[src/inc/bgd_pkg.sv]
// Purpose: Shared constants and types for the gate-drive gating block.
// Assumes: System clock of 10 MHz.
// Notes:   Timing counts are derived from times in their own units.
`default_nettype none
package bgd_pkg;

   // ---------------------------------------------------------------
   // Timing
   // ---------------------------------------------------------------
   localparam int CLK_PERIOD_NS       = 100;
   localparam int BIAS_FILTER_TIME_NS = 10000;
   // A least time, so the count rounds up.
   localparam int BIAS_FILTER_CYCLES  =
      (BIAS_FILTER_TIME_NS + CLK_PERIOD_NS - 1) / CLK_PERIOD_NS;
   localparam int SYNC_STAGES         = 3;

   // ---------------------------------------------------------------
   // Host serial link fault message
   // ---------------------------------------------------------------
   localparam logic [7:0] MSG_STATUS1_ID  = 8'h86;
   localparam logic [7:0] MSG_BIAS_UV_BIT = 8'h04;

   // ---------------------------------------------------------------
   // Types
   // ---------------------------------------------------------------
   // Index 0 is phase A, 1 is phase B, 2 is phase C.
   typedef struct packed {
      logic [2:0] high;
      logic [2:0] low;
   } bgd_gate_t;

   typedef struct packed {
      logic [7:0] id;
      logic [7:0] bits;
   } bgd_msg_t;

   typedef enum logic [1:0] {
      BGD_OFF     = 2'b00,
      BGD_ARMED   = 2'b01,
      BGD_TRIPPED = 2'b11
   } bgd_state_t;

endpackage
`default_nettype wire

[src/design/bgd_gate_drive.sv]
// Purpose: Gate command gating, cross-conduction blocking and driver-bias
//          undervoltage lockout of a three-phase half-bridge driver.
// Assumes: Gate commands, part-on and bias comparators arrive from pins;
//          status read and message taken come from same-clock logic.
// Notes:   Pin inputs pass three flops; a change counts once the second
//          and third flops agree, which adds up to four cycles of delay.
//
// How it works
// - Part-on low holds all six gate outputs low.
// - Each gate output follows its own command input.
// - Undriven command inputs read low through external pull-downs.
// - Any active fault forces all gate outputs low.
// - Bias undervoltage is judged only while that driver is driving.
// - Bias low past filter time blocks drive and pulls fault pin low.
// - Bias fault sends an unsolicited two-byte message 0x86 0x04.
// - Bias undervoltage status bit clears after its first read.
// - After one bias fault no further detection until next start-up.
// - Fault pin pulls low on faults only, never on warnings.
// - Both commands of one half-bridge high turns both drives off.
`timescale 1ns/1ps
`default_nettype none
module bgd_gate_drive
   import bgd_pkg::*;
#(
   parameter int FILTER_CYCLES = BIAS_FILTER_CYCLES
) (
   input  wire  logic       CLK_SYS,
   input  wire  logic       RESETN,
   input  wire  bgd_gate_t  GATE_CMD,
   input  wire  logic       PART_ON,
   input  wire  bgd_gate_t  BIAS_LOW,
   input  wire  logic       STATUS_READ,
   input  wire  logic       MSG_TAKEN,
   output var   logic       HIGH_DRIVE_PHASE_A,
   output var   logic       HIGH_DRIVE_PHASE_B,
   output var   logic       HIGH_DRIVE_PHASE_C,
   output var   logic       LOW_DRIVE_PHASE_A,
   output var   logic       LOW_DRIVE_PHASE_B,
   output var   logic       LOW_DRIVE_PHASE_C,
   output var   logic       FAULT_FLAG_OUTPUT_O,
   output var   logic       FAULT_FLAG_OUTPUT_OE,
   output var   logic       STATUS_BIAS_UV,
   output var   logic       MSG_VALID,
   output var   bgd_msg_t   MSG_DATA
);

   localparam int SYNC_W = 13;
   localparam int CNT_W  = $clog2(FILTER_CYCLES + 1);
   localparam logic [CNT_W-1:0] CNT_LIMIT = CNT_W'(FILTER_CYCLES);

   // ---------------------------------------------------------------
   // Pin synchronisers
   // ---------------------------------------------------------------
   logic [SYNC_W-1:0] sync1_q;
   logic [SYNC_W-1:0] sync2_q;
   logic [SYNC_W-1:0] sync3_q;
   logic [SYNC_W-1:0] filt_q;
   logic [SYNC_W-1:0] filt_d;
   wire  [SYNC_W-1:0] pins_raw = {PART_ON, BIAS_LOW, GATE_CMD};
   wire  [SYNC_W-1:0] agree    = ~(sync2_q ^ sync3_q);

   assign filt_d = (sync3_q & agree) | (filt_q & ~agree);

   always_ff @(posedge CLK_SYS or negedge RESETN) begin
      if (!RESETN) begin
         sync1_q <= '0;
         sync2_q <= '0;
         sync3_q <= '0;
         filt_q  <= '0;
      end else begin
         sync1_q <= pins_raw;
         sync2_q <= sync1_q;
         sync3_q <= sync2_q;
         filt_q  <= filt_d;
      end
   end

   // An undriven command pin is pulled low outside, so it reads zero.
   wire bgd_gate_t cmd      = filt_q[5:0];
   wire bgd_gate_t bias_low = filt_q[11:6];
   wire            part_on  = filt_q[12];

   // ---------------------------------------------------------------
   // Lockout state
   // ---------------------------------------------------------------
   bgd_state_t state_q;
   bgd_state_t state_d;
   logic       part_on_q;
   logic [5:0] expired;

   wire start_up = part_on & ~part_on_q;
   wire trip     = (state_q == BGD_ARMED) & (|expired);
   wire fault    = (state_q == BGD_TRIPPED);

   always_comb begin
      state_d = state_q;
      unique case (state_q)
         BGD_OFF: begin
            if (start_up) begin
               state_d = BGD_ARMED;
            end
         end
         BGD_ARMED: begin
            if (trip) begin
               state_d = BGD_TRIPPED;
            end else if (!part_on) begin
               state_d = BGD_OFF;
            end
         end
         BGD_TRIPPED: begin
            // Only a fresh start-up re-arms detection.
            if (!part_on) begin
               state_d = BGD_OFF;
            end
         end
         default: begin
            state_d = BGD_OFF;
         end
      endcase
   end

   always_ff @(posedge CLK_SYS or negedge RESETN) begin
      if (!RESETN) begin
         state_q   <= BGD_OFF;
         part_on_q <= 1'b0;
      end else begin
         state_q   <= state_d;
         part_on_q <= part_on;
      end
   end

   // ---------------------------------------------------------------
   // Gate gating
   // ---------------------------------------------------------------
   wire [2:0] shoot   = cmd.high & cmd.low;
   wire       allow   = part_on & ~fault & ~trip;
   wire bgd_gate_t drv_d;

   assign drv_d.high = cmd.high & ~shoot & {3{allow}};
   assign drv_d.low  = cmd.low  & ~shoot & {3{allow}};

   bgd_gate_t drv_q;

   always_ff @(posedge CLK_SYS or negedge RESETN) begin
      if (!RESETN) begin
         drv_q <= '0;
      end else begin
         drv_q <= drv_d;
      end
   end

   assign HIGH_DRIVE_PHASE_A = drv_q.high[0];
   assign HIGH_DRIVE_PHASE_B = drv_q.high[1];
   assign HIGH_DRIVE_PHASE_C = drv_q.high[2];
   assign LOW_DRIVE_PHASE_A  = drv_q.low[0];
   assign LOW_DRIVE_PHASE_B  = drv_q.low[1];
   assign LOW_DRIVE_PHASE_C  = drv_q.low[2];

   // ---------------------------------------------------------------
   // Bias filter counters, one per driver
   // ---------------------------------------------------------------
   // A driver that is off has a discharged gate, so its bias is not
   // meaningful; its counter is held at zero.
   wire [5:0] judged = drv_q & bias_low;

   for (genvar i = 0; i < 6; i++) begin : g_filter
      logic [CNT_W-1:0] cnt_q;
      logic [CNT_W-1:0] cnt_d;
      assign expired[i] = (cnt_q == CNT_LIMIT);
      // Any break in the condition restarts the count.
      assign cnt_d = !judged[i]  ? '0 :
                     expired[i]  ? cnt_q :
                     cnt_q + CNT_W'(1);
      always_ff @(posedge CLK_SYS or negedge RESETN) begin
         if (!RESETN) begin
            cnt_q <= '0;
         end else begin
            cnt_q <= cnt_d;
         end
      end
   end

   // ---------------------------------------------------------------
   // Fault pin, status bit and message
   // ---------------------------------------------------------------
   logic status_q;
   logic msg_q;
   logic fault_oe_q;

   // Set wins over a read in the same cycle.
   wire status_d = trip | (status_q & ~STATUS_READ);
   wire msg_d    = trip | (msg_q & ~MSG_TAKEN);

   always_ff @(posedge CLK_SYS or negedge RESETN) begin
      if (!RESETN) begin
         status_q   <= 1'b0;
         msg_q      <= 1'b0;
         fault_oe_q <= 1'b0;
      end else begin
         status_q   <= status_d;
         msg_q      <= msg_d;
         fault_oe_q <= fault | trip;
      end
   end

   // The open-drain pin only ever pulls low.
   always_ff @(posedge CLK_SYS or negedge RESETN) begin
      if (!RESETN) begin
         FAULT_FLAG_OUTPUT_O <= 1'b0;
      end else begin
         FAULT_FLAG_OUTPUT_O <= 1'b0;
      end
   end

   always_ff @(posedge CLK_SYS or negedge RESETN) begin
      if (!RESETN) begin
         MSG_DATA <= '0;
      end else begin
         MSG_DATA <= '{id: MSG_STATUS1_ID, bits: MSG_BIAS_UV_BIT};
      end
   end

   assign FAULT_FLAG_OUTPUT_OE = fault_oe_q;
   assign STATUS_BIAS_UV       = status_q;
   assign MSG_VALID            = msg_q;

endmodule // bgd_gate_drive
`default_nettype wire

[config.mk]
export PLATFORM = sky130hd
export DESIGN_NAME = bgd_gate_drive
export DESIGN_NICKNAME = d
export VERILOG_FILES = /design/src/inc/bgd_pkg.sv /design/src/design/bgd_gate_drive.sv
export SDC_FILE = /design/constraint.sdc
export NUM_CORES = 1
export LEC_CHECK = 0
export BUFFER_PORTS_ARGS = -buffer_cell sky130_fd_sc_hd__buf_2
export CORE_MARGIN = 1
export CORE_UTILIZATION = 40
export CTS_CLUSTER_SIZE = 10
export DETAILED_ROUTE_END_ITERATION = 10
export GPL_TIMING_DRIVEN = 1
export PLACE_DENSITY_LB_ADDON = 0.15
export SYNTH_ARGS = -nofsm -noshare
export SYNTH_HDL_FRONTEND = slang
export SYNTH_SLANG_ARGS = --single-unit
[constraint.sdc]
create_clock -name CLK_SYS -period 2.1 [get_ports CLK_SYS]
set_input_delay 0.21 -clock CLK_SYS [delete_from_list [all_inputs] [get_ports CLK_SYS]]
set_output_delay 0.21 -clock CLK_SYS [all_outputs]
set_load 0.01 [all_outputs]
==> qor.yml, run 1 <==
routing:
  drt_iter0_markers: 60
  wl_per_cell_um: 12.51
  drtPass1Iterations: 4
  via_per_inst: 4.830
  final_antenna_net_count: 0
  drc_errors: 0
  vias: 2647
  wl_mm: 6.855
sta:
  relSlewSlack: 0.6145
  hold_viol: 0
  tns_ns: 0
  worst_slew_pin_slew_ns: 0.5782
  setup_ws_ns: 0.1995
  fin_crit_sh: 0.9050
  fin_worst_skew_ns: 0.01310
  final_max_slew_viol_count: 0
  max_freq_mhz: 526.2
  rsz0062_at_grt: "false"
  period_minus_slack_ns: 1.901
  finalSetupViolations: 0
  timing.hold.ws_ns: 0.1180
worst_setup_path:
  cp-start-kind: "flip-flop"
  crit_family: "simple AND/OR/NAND/NOR gates"
  path_class: "reg -> reg"
  cp-end-kind: "flip-flop"
  worst-path-buf-inv: 2
  worstPathArrival_ns: 2.16
  path_max_fanout: 8
  cp_slowest_stage_delay_ns: 0.49
  worstPathRequired_ns: 2.36
  critPathSlowestCell: "or4_4"
  r2r_slack_ns: 0.20
  crit_chain: "inv_1 > ha_1 > nand4_1 > nor3_1 > buf_4 > or4_4 > o311a_1"
layout:
  final-instance-count-excl-fill: 548
  synthToLayoutAreaGrowth_pct: 15.28
  final_core_util: 0.4749
  drive_above_1_share: 0.1481
  fin_nets: 438
  antennaDiodeCount: 0
logic_synthesis:
  yosysSeqAreaShare: 0.6324
  synth.area.mux_share: 0.009456
  synth_top_family_by_area: "simple AND/OR/NAND/NOR gates"
  syn_inst: 351
  synth-xor-area-share: 0.03517
  yosys.area_share.simple: 0.1566
  synth_cell_types: 37
  ys_seq_elements: 107
  synth-compound-area-share: 0.05644
  yosysWarnings: 0
  synthAdderAreaFrac: 0.06619
  post_synth.cell_area_avg_um2: 12.06
  syn-cell-area_mm2: 0.004234
cts:
  clk_pin_slew_ns: 0.10
  cts_sinks: 107
  cts.htree.levels: 3
  cts_made_buffers: 9
  worst_skew_pair.late_latency_ns: 0.37
  root_buffer: "clkbuf_8"
  cts_tree: "done"
  ctsLongestPathBuffers: 2
  post_cts_buffers: 0
placed_design:
  pre_cts_ws_ns: 0.09054
  place.gp.congestion: 0.7567
  dp_cells: 520
  port-buffer-count: 29
  hpwl_mm: 4.733
floorplanning:
  die_area_mm2: 0.01100
  fp-row-count: 37
  initial_core_util: 0.4120
  die_y_um: 104.9
  core_mm2: 0.01028
  die_x_um: 104.9
  ioPinCount: 43
run_status:
  status: "completed"
global_route:
  overflow: 0
  grt_usage: 0.1399
  grt_max_degree: 45
  grt_pass1_wl_mm: 12.04
  grt_pass1_vias: 2580
  antenna_found_initial: 0
hold_path:
  min_path_type: "in -> reg"
flow_run:
  maxCapViolCount: 0
pwr:
  p_per_area_mw_per_mm2: 755.4
  leakage_nw: 2.137
  vdd_drop_max_v: 0.0005349
cells in the mapped netlist:
library cell / number / area share
xnor2_1: 6 / 0.012
and3_1: 2 / 0.0030
and3b_1: 1 / 0.0021
inv_1: 14 / 0.012
nor3_2: 1 / 0.0024
ha_1: 12 / 0.035
o21ai_0: 10 / 0.012
o41ai_1: 1 / 0.0021
or2_2: 1 / 0.0015
nand3_1: 21 / 0.025
xor2_1: 11 / 0.023
nor2_1: 27 / 0.024
nor3b_1: 1 / 0.0018
nand2_1: 25 / 0.022
buf_4: 16 / 0.028
or3b_2: 6 / 0.012
a31oi_1: 3 / 0.0044
dfrtp_1: 107 / 0.63
or3_1: 14 / 0.021
nand3b_1: 7 / 0.012
nand2b_1: 4 / 0.0059
mux2i_1: 4 / 0.0095
o211ai_1: 3 / 0.0053
maj3_1: 13 / 0.031
a21oi_1: 15 / 0.018
or4_1: 1 / 0.0018
nand4b_1: 2 / 0.0041
nor2b_1: 2 / 0.0030
nand4_1: 2 / 0.0030
o31a_1: 1 / 0.0021
conb_1: 2 / 0.0018
nor4bb_1: 1 / 0.0024
nor3_1: 6 / 0.0071
o311a_1: 1 / 0.0024
and4b_1: 1 / 0.0024
o31ai_1: 6 / 0.011
buf_2: 1 / 0.0012
layer usage:
metal  global-route usage  up-vias  share of wire
met3              0.03930        9          0.030
met5                    0        -              0
li1                     -     1293              -
met1               0.1789     1302           0.47
met2               0.2228       43           0.48
met4              0.06036        0          0.016
worst reg2reg max path: stages (launching register included):
cell     delay, ns
dfrtp_1       0.38
inv_1         0.08
ha_1          0.20
nand4_1       0.08
nor3_1        0.05
buf_4         0.16
or4_4         0.49
o311a_1       0.36
stage by stage:
step                      total power, mW  cell area (µm²)
final                               3.687             4881
after detailed placement            2.495             4552
after global routing                3.882             4881
after global placement              2.484             4552
after floorplan                     2.389             4279
after CTS                           3.762             4877
power by group:
part | leakage, nW | internal [mW] | total [mW] | switching, mW
logic | 0.679 | 0.109 | 0.247 | 0.138
registers | 1.36 | 2.15 | 2.22 | 0.0642
clock network | 0.0959 | 0.547 | 1.22 | 0.676
total | 2.14 | 2.81 | 3.69 | 0.878
cells in the final DEF (no fill, tap or decap), types with 6 or more instances in the layout:
cell           netlist  layout
a21oi_1             15      15
or3b_2               6       6
buf_2                1      28
ha_1                12      12
buf_4               16       9
nand2_1             25      25
inv_1               14      14
or3_1               14      14
nor3_1               6       6
nor2_1              27      27
o31ai_1              6       6
xnor2_1              6       6
maj3_1              13      13
nand3b_1             7       7
conb_1               2      14
o21ai_0             10      10
clkbuf_8             0       9
dlygate4sd3_1        0      14
nand3_1             21      21
xor2_1              11      11
dfrtp_1            107     107
final cells by class:
cell class | count | area [µm²]
clock buffers | 9 | 123.9
clock inverters | 5 | 61.31
well taps | 136 | 170.2
inverters | 14 | 52.55
multi-input cells | 225 | 1428
repair buffers | 52 | 367.9
flip-flops and latches | 107 | 2678
fillers | 967 | 5396
path summary, 6_finish.rpt:
check                                            startpoint                                to  cells after the start
setup / recovery           g_filter[4].cnt_q[0]$_DFFE_PN0P_            state_q[1]$_DFFE_PN0P_                      7
hold / removal                                  STATUS_READ          STATUS_BIAS_UV$_DFF_PN0_                      3
setup reg to reg           g_filter[4].cnt_q[0]$_DFFE_PN0P_            state_q[1]$_DFFE_PN0P_                      7
hold reg to reg                        sync1_q[1]$_DFF_PN0_              sync2_q[1]$_DFF_PN0_                      0
max in group asynchronous                            RESETN              sync3_q[4]$_DFF_PN0_                      3
min in group asynchronous                            RESETN  g_filter[0].cnt_q[4]$_DFFE_PN0P_                      2
what timing repair did:
item                       in CTS  in global routing
hold buffers                   14                  0
hold endpoints to repair       54                  0
setup endpoints to repair       0                  1
resized for setup               0                  1
cells by family (layout without fill, tap and decap cells):
group           count (synthesis)  after routing
compound gates                 40             40
xor+xnor                       17             17
fa+ha+maj                      25             25
buf+inv                        31             80
flops                         107            107
mux                             4              4
other cells                     2             14
simple gates                  125            125
No activity file was read; power rests on OpenSTA's default activity.
==> run 2, diff against run 1 <==
CORE_MARGIN = 2   (was 1)
==> run 2 against run 1 <==
Non-clock buffer count shrank 2. Sequential share of layout area up 0.27 points. Maximum frequency is 0.98% higher. Total power fell by 1.9%. Worst hold slack better by 0.0057 ns. First-iteration DRC count rose by 82%. Clock skew increased by 0.0023 ns. Global-route usage is 0.22 points lower. Die area rose by 3.8%. Register-to-register slack better by 0.02 ns. Largest cell class unchanged. Cell count is the same. Via count down 0.42%. Largest power group unchanged.
==> qor.yml, run 2 (synthesized netlist as in run 1, its figures left out) <==
run_status:
  status: "completed"
routing:
  drc_errors: 0  # unchanged
  drt_iter0_markers: 109  # +82%
  drtPass1Iterations: 4  # unchanged
  final_antenna_net_count: 0  # unchanged
  vias: 2636  # -0.42%
  wl_per_cell_um: 12.47  # -0.28%
  wl_mm: 6.836  # -0.28%
  via_per_inst: 4.810  # -0.42%
cts:
  cts_sinks: 107  # unchanged
  cts_tree: "done"
  post_cts_buffers: 0  # unchanged
  root_buffer: "clkbuf_8"
  worst_skew_pair.late_latency_ns: 0.37  # about the same
  clk_pin_slew_ns: 0.10  # about the same
  ctsLongestPathBuffers: 2  # unchanged
  cts.htree.levels: 3  # unchanged
  cts_made_buffers: 9  # unchanged
floorplanning:
  core_mm2: 0.01032  # +0.45%
  ioPinCount: 43  # unchanged
  die_x_um: 106.9  # +1.9%
  initial_core_util: 0.4101  # -0.001847
  fp-row-count: 37  # unchanged
  die_y_um: 106.9  # +1.9%
  die_area_mm2: 0.01142  # +3.8%
pwr:
  p_per_area_mw_per_mm2: 744.4  # -1.5%
  vdd_drop_max_v: 0.0005427  # +1.5%
  p_seq_frac: 0.614  # +0.013
  p_switching_mw: 0.8844  # +0.78%
  p_int_mw: 2.731  # -2.8%
  pwr-share-comb: 0.068  # about the same
  leakage_nw: 2.122  # -0.72%
  pwr-share-clk: 0.319  # -0.013
  finalPower_mw: 3.616  # -1.9%
  netSwitchingFraction: 0.2446  # +0.006581
layout:
  drive_above_1_share: 0.1456  # -0.002427
  fin_nets: 436  # -0.46%
  final_cell_mix: "107 x dfrtp_1, 28 x buf_2, 27 x nor2_1"
  fin_area_mm2: 0.004857  # -0.49%
  antennaDiodeCount: 0  # unchanged
  synthToLayoutAreaGrowth_pct: 14.72
  final_common_cell: "dfrtp_1"
global_route:
  antenna_found_initial: 0  # unchanged
  overflow: 0  # unchanged
  grt_usage: 0.1378  # -0.002157
  grt_pass1_wl_mm: 12.28  # +2.0%
  grt_max_degree: 51  # +13%
  grt_pass1_vias: 2593  # +0.50%
placed_design:
  place.gp.congestion: 0.7752  # +2.4%
  hpwl_mm: 4.933  # +4.2%
  placed_cell_area_mm2: 0.004537  # -0.33%
  port-buffer-count: 29  # unchanged
sta:
  worst_slew_pin_slew_ns: 0.5279  # -0.05028 ns
  timing.hold.ws_ns: 0.1237  # +0.005749 ns
  fin_worst_skew_ns: 0.01543  # +0.002331 ns
  fin_crit_sh: 0.8962  # -0.008798
  final_max_slew_viol_count: 0  # unchanged
  period_minus_slack_ns: 1.882  # -0.01848 ns
  relSlewSlack: 0.6434  # +0.02892
  finalSetupViolations: 0  # unchanged
  rsz0062_at_grt: "false"
  hold_viol: 0  # unchanged
  tns_ns: 0  # unchanged
  max_freq_mhz: 531.3  # +0.98%
worst_setup_path:
  path_class: "reg -> reg"
  worstPathRequired_ns: 2.37  # about the same
  path_max_fanout: 8  # unchanged
  cp-start-kind: "flip-flop"
  cp-end-kind: "flip-flop"
  worstPathArrival_ns: 2.15  # about the same
hold_path:
  min_path_type: "in -> reg"
flow_run:
  maxCapViolCount: 0  # unchanged
-- run 2: stage by stage --
stage	utilization	setup WS, ns	cells
CTS	0.4701	0.08970	548
floorplan	-	0.2268	363
global route	0.4705	0.1124	548
finish	0.4705	0.2180	548
global placement	0.4395	0.1547	518
detailed placement	0.4395	0.1065	518
-- run 2: layout make-up --
cell class	instances	area [µm²]
clock buffer	11	141.4
clock inverter	5	35.03
fill	944	5466
inverter	14	52.55
multi-input combinational	225	1428
sequential	107	2678
tap	136	170.2
timing repair buffer	50	352.8
-- run 2: power by group through the flow --
stage                     Sequential (mW)  Clock, mW  Combinational, mW
after floorplan                      2.25          0              0.140
after global placement               2.26          0              0.228
after detailed placement             2.26          0              0.233
after CTS                            2.22       1.22              0.253
after global routing                 2.23       1.30              0.283
final                                2.22       1.15              0.244
-- run 2: worst paths after layout --
path	slack [ns]	depth (start not counted)	end	from
setup / recovery	0.22	6	state_q[1]$_DFFE_PN0P_	g_filter[3].cnt_q[0]$_DFFE_PN0P_
hold / removal	0.12	3	STATUS_BIAS_UV$_DFF_PN0_	STATUS_READ
setup reg to reg	0.22	6	state_q[1]$_DFFE_PN0P_	g_filter[3].cnt_q[0]$_DFFE_PN0P_
hold reg to reg	0.35	0	sync2_q[7]$_DFF_PN0_	sync1_q[7]$_DFF_PN0_
max in group asynchronous	1.28	3	LOW_DRIVE_PHASE_B$_DFF_PN0_	RESETN
min in group asynchronous	0.24	2	g_filter[3].cnt_q[0]$_DFFE_PN0P_	RESETN
-- run 2: timing repair --
| item | in CTS | in global routing |
|---|---|---|
| resized for setup | 0 | 1 |
| setup endpoints to repair | 0 | 2 |
| hold buffers | 14 | 0 |
| hold endpoints to repair | 28 | 0 |
-- run 2: critical path, stage by stage, from the launching register on --
cell     delay, ns
dfrtp_1       0.39
inv_1         0.08
ha_1          0.19
nand4_1       0.09
nor3_1        0.08
or4_4         0.60
o311a_1       0.34
-- run 2: layer usage --
metal / track usage / part of all wire
met5: 0 / 0
met4: 0.04360 / 0.014
met3: 0.04742 / 0.038
met2: 0.2238 / 0.48
met1: 0.1737 / 0.46
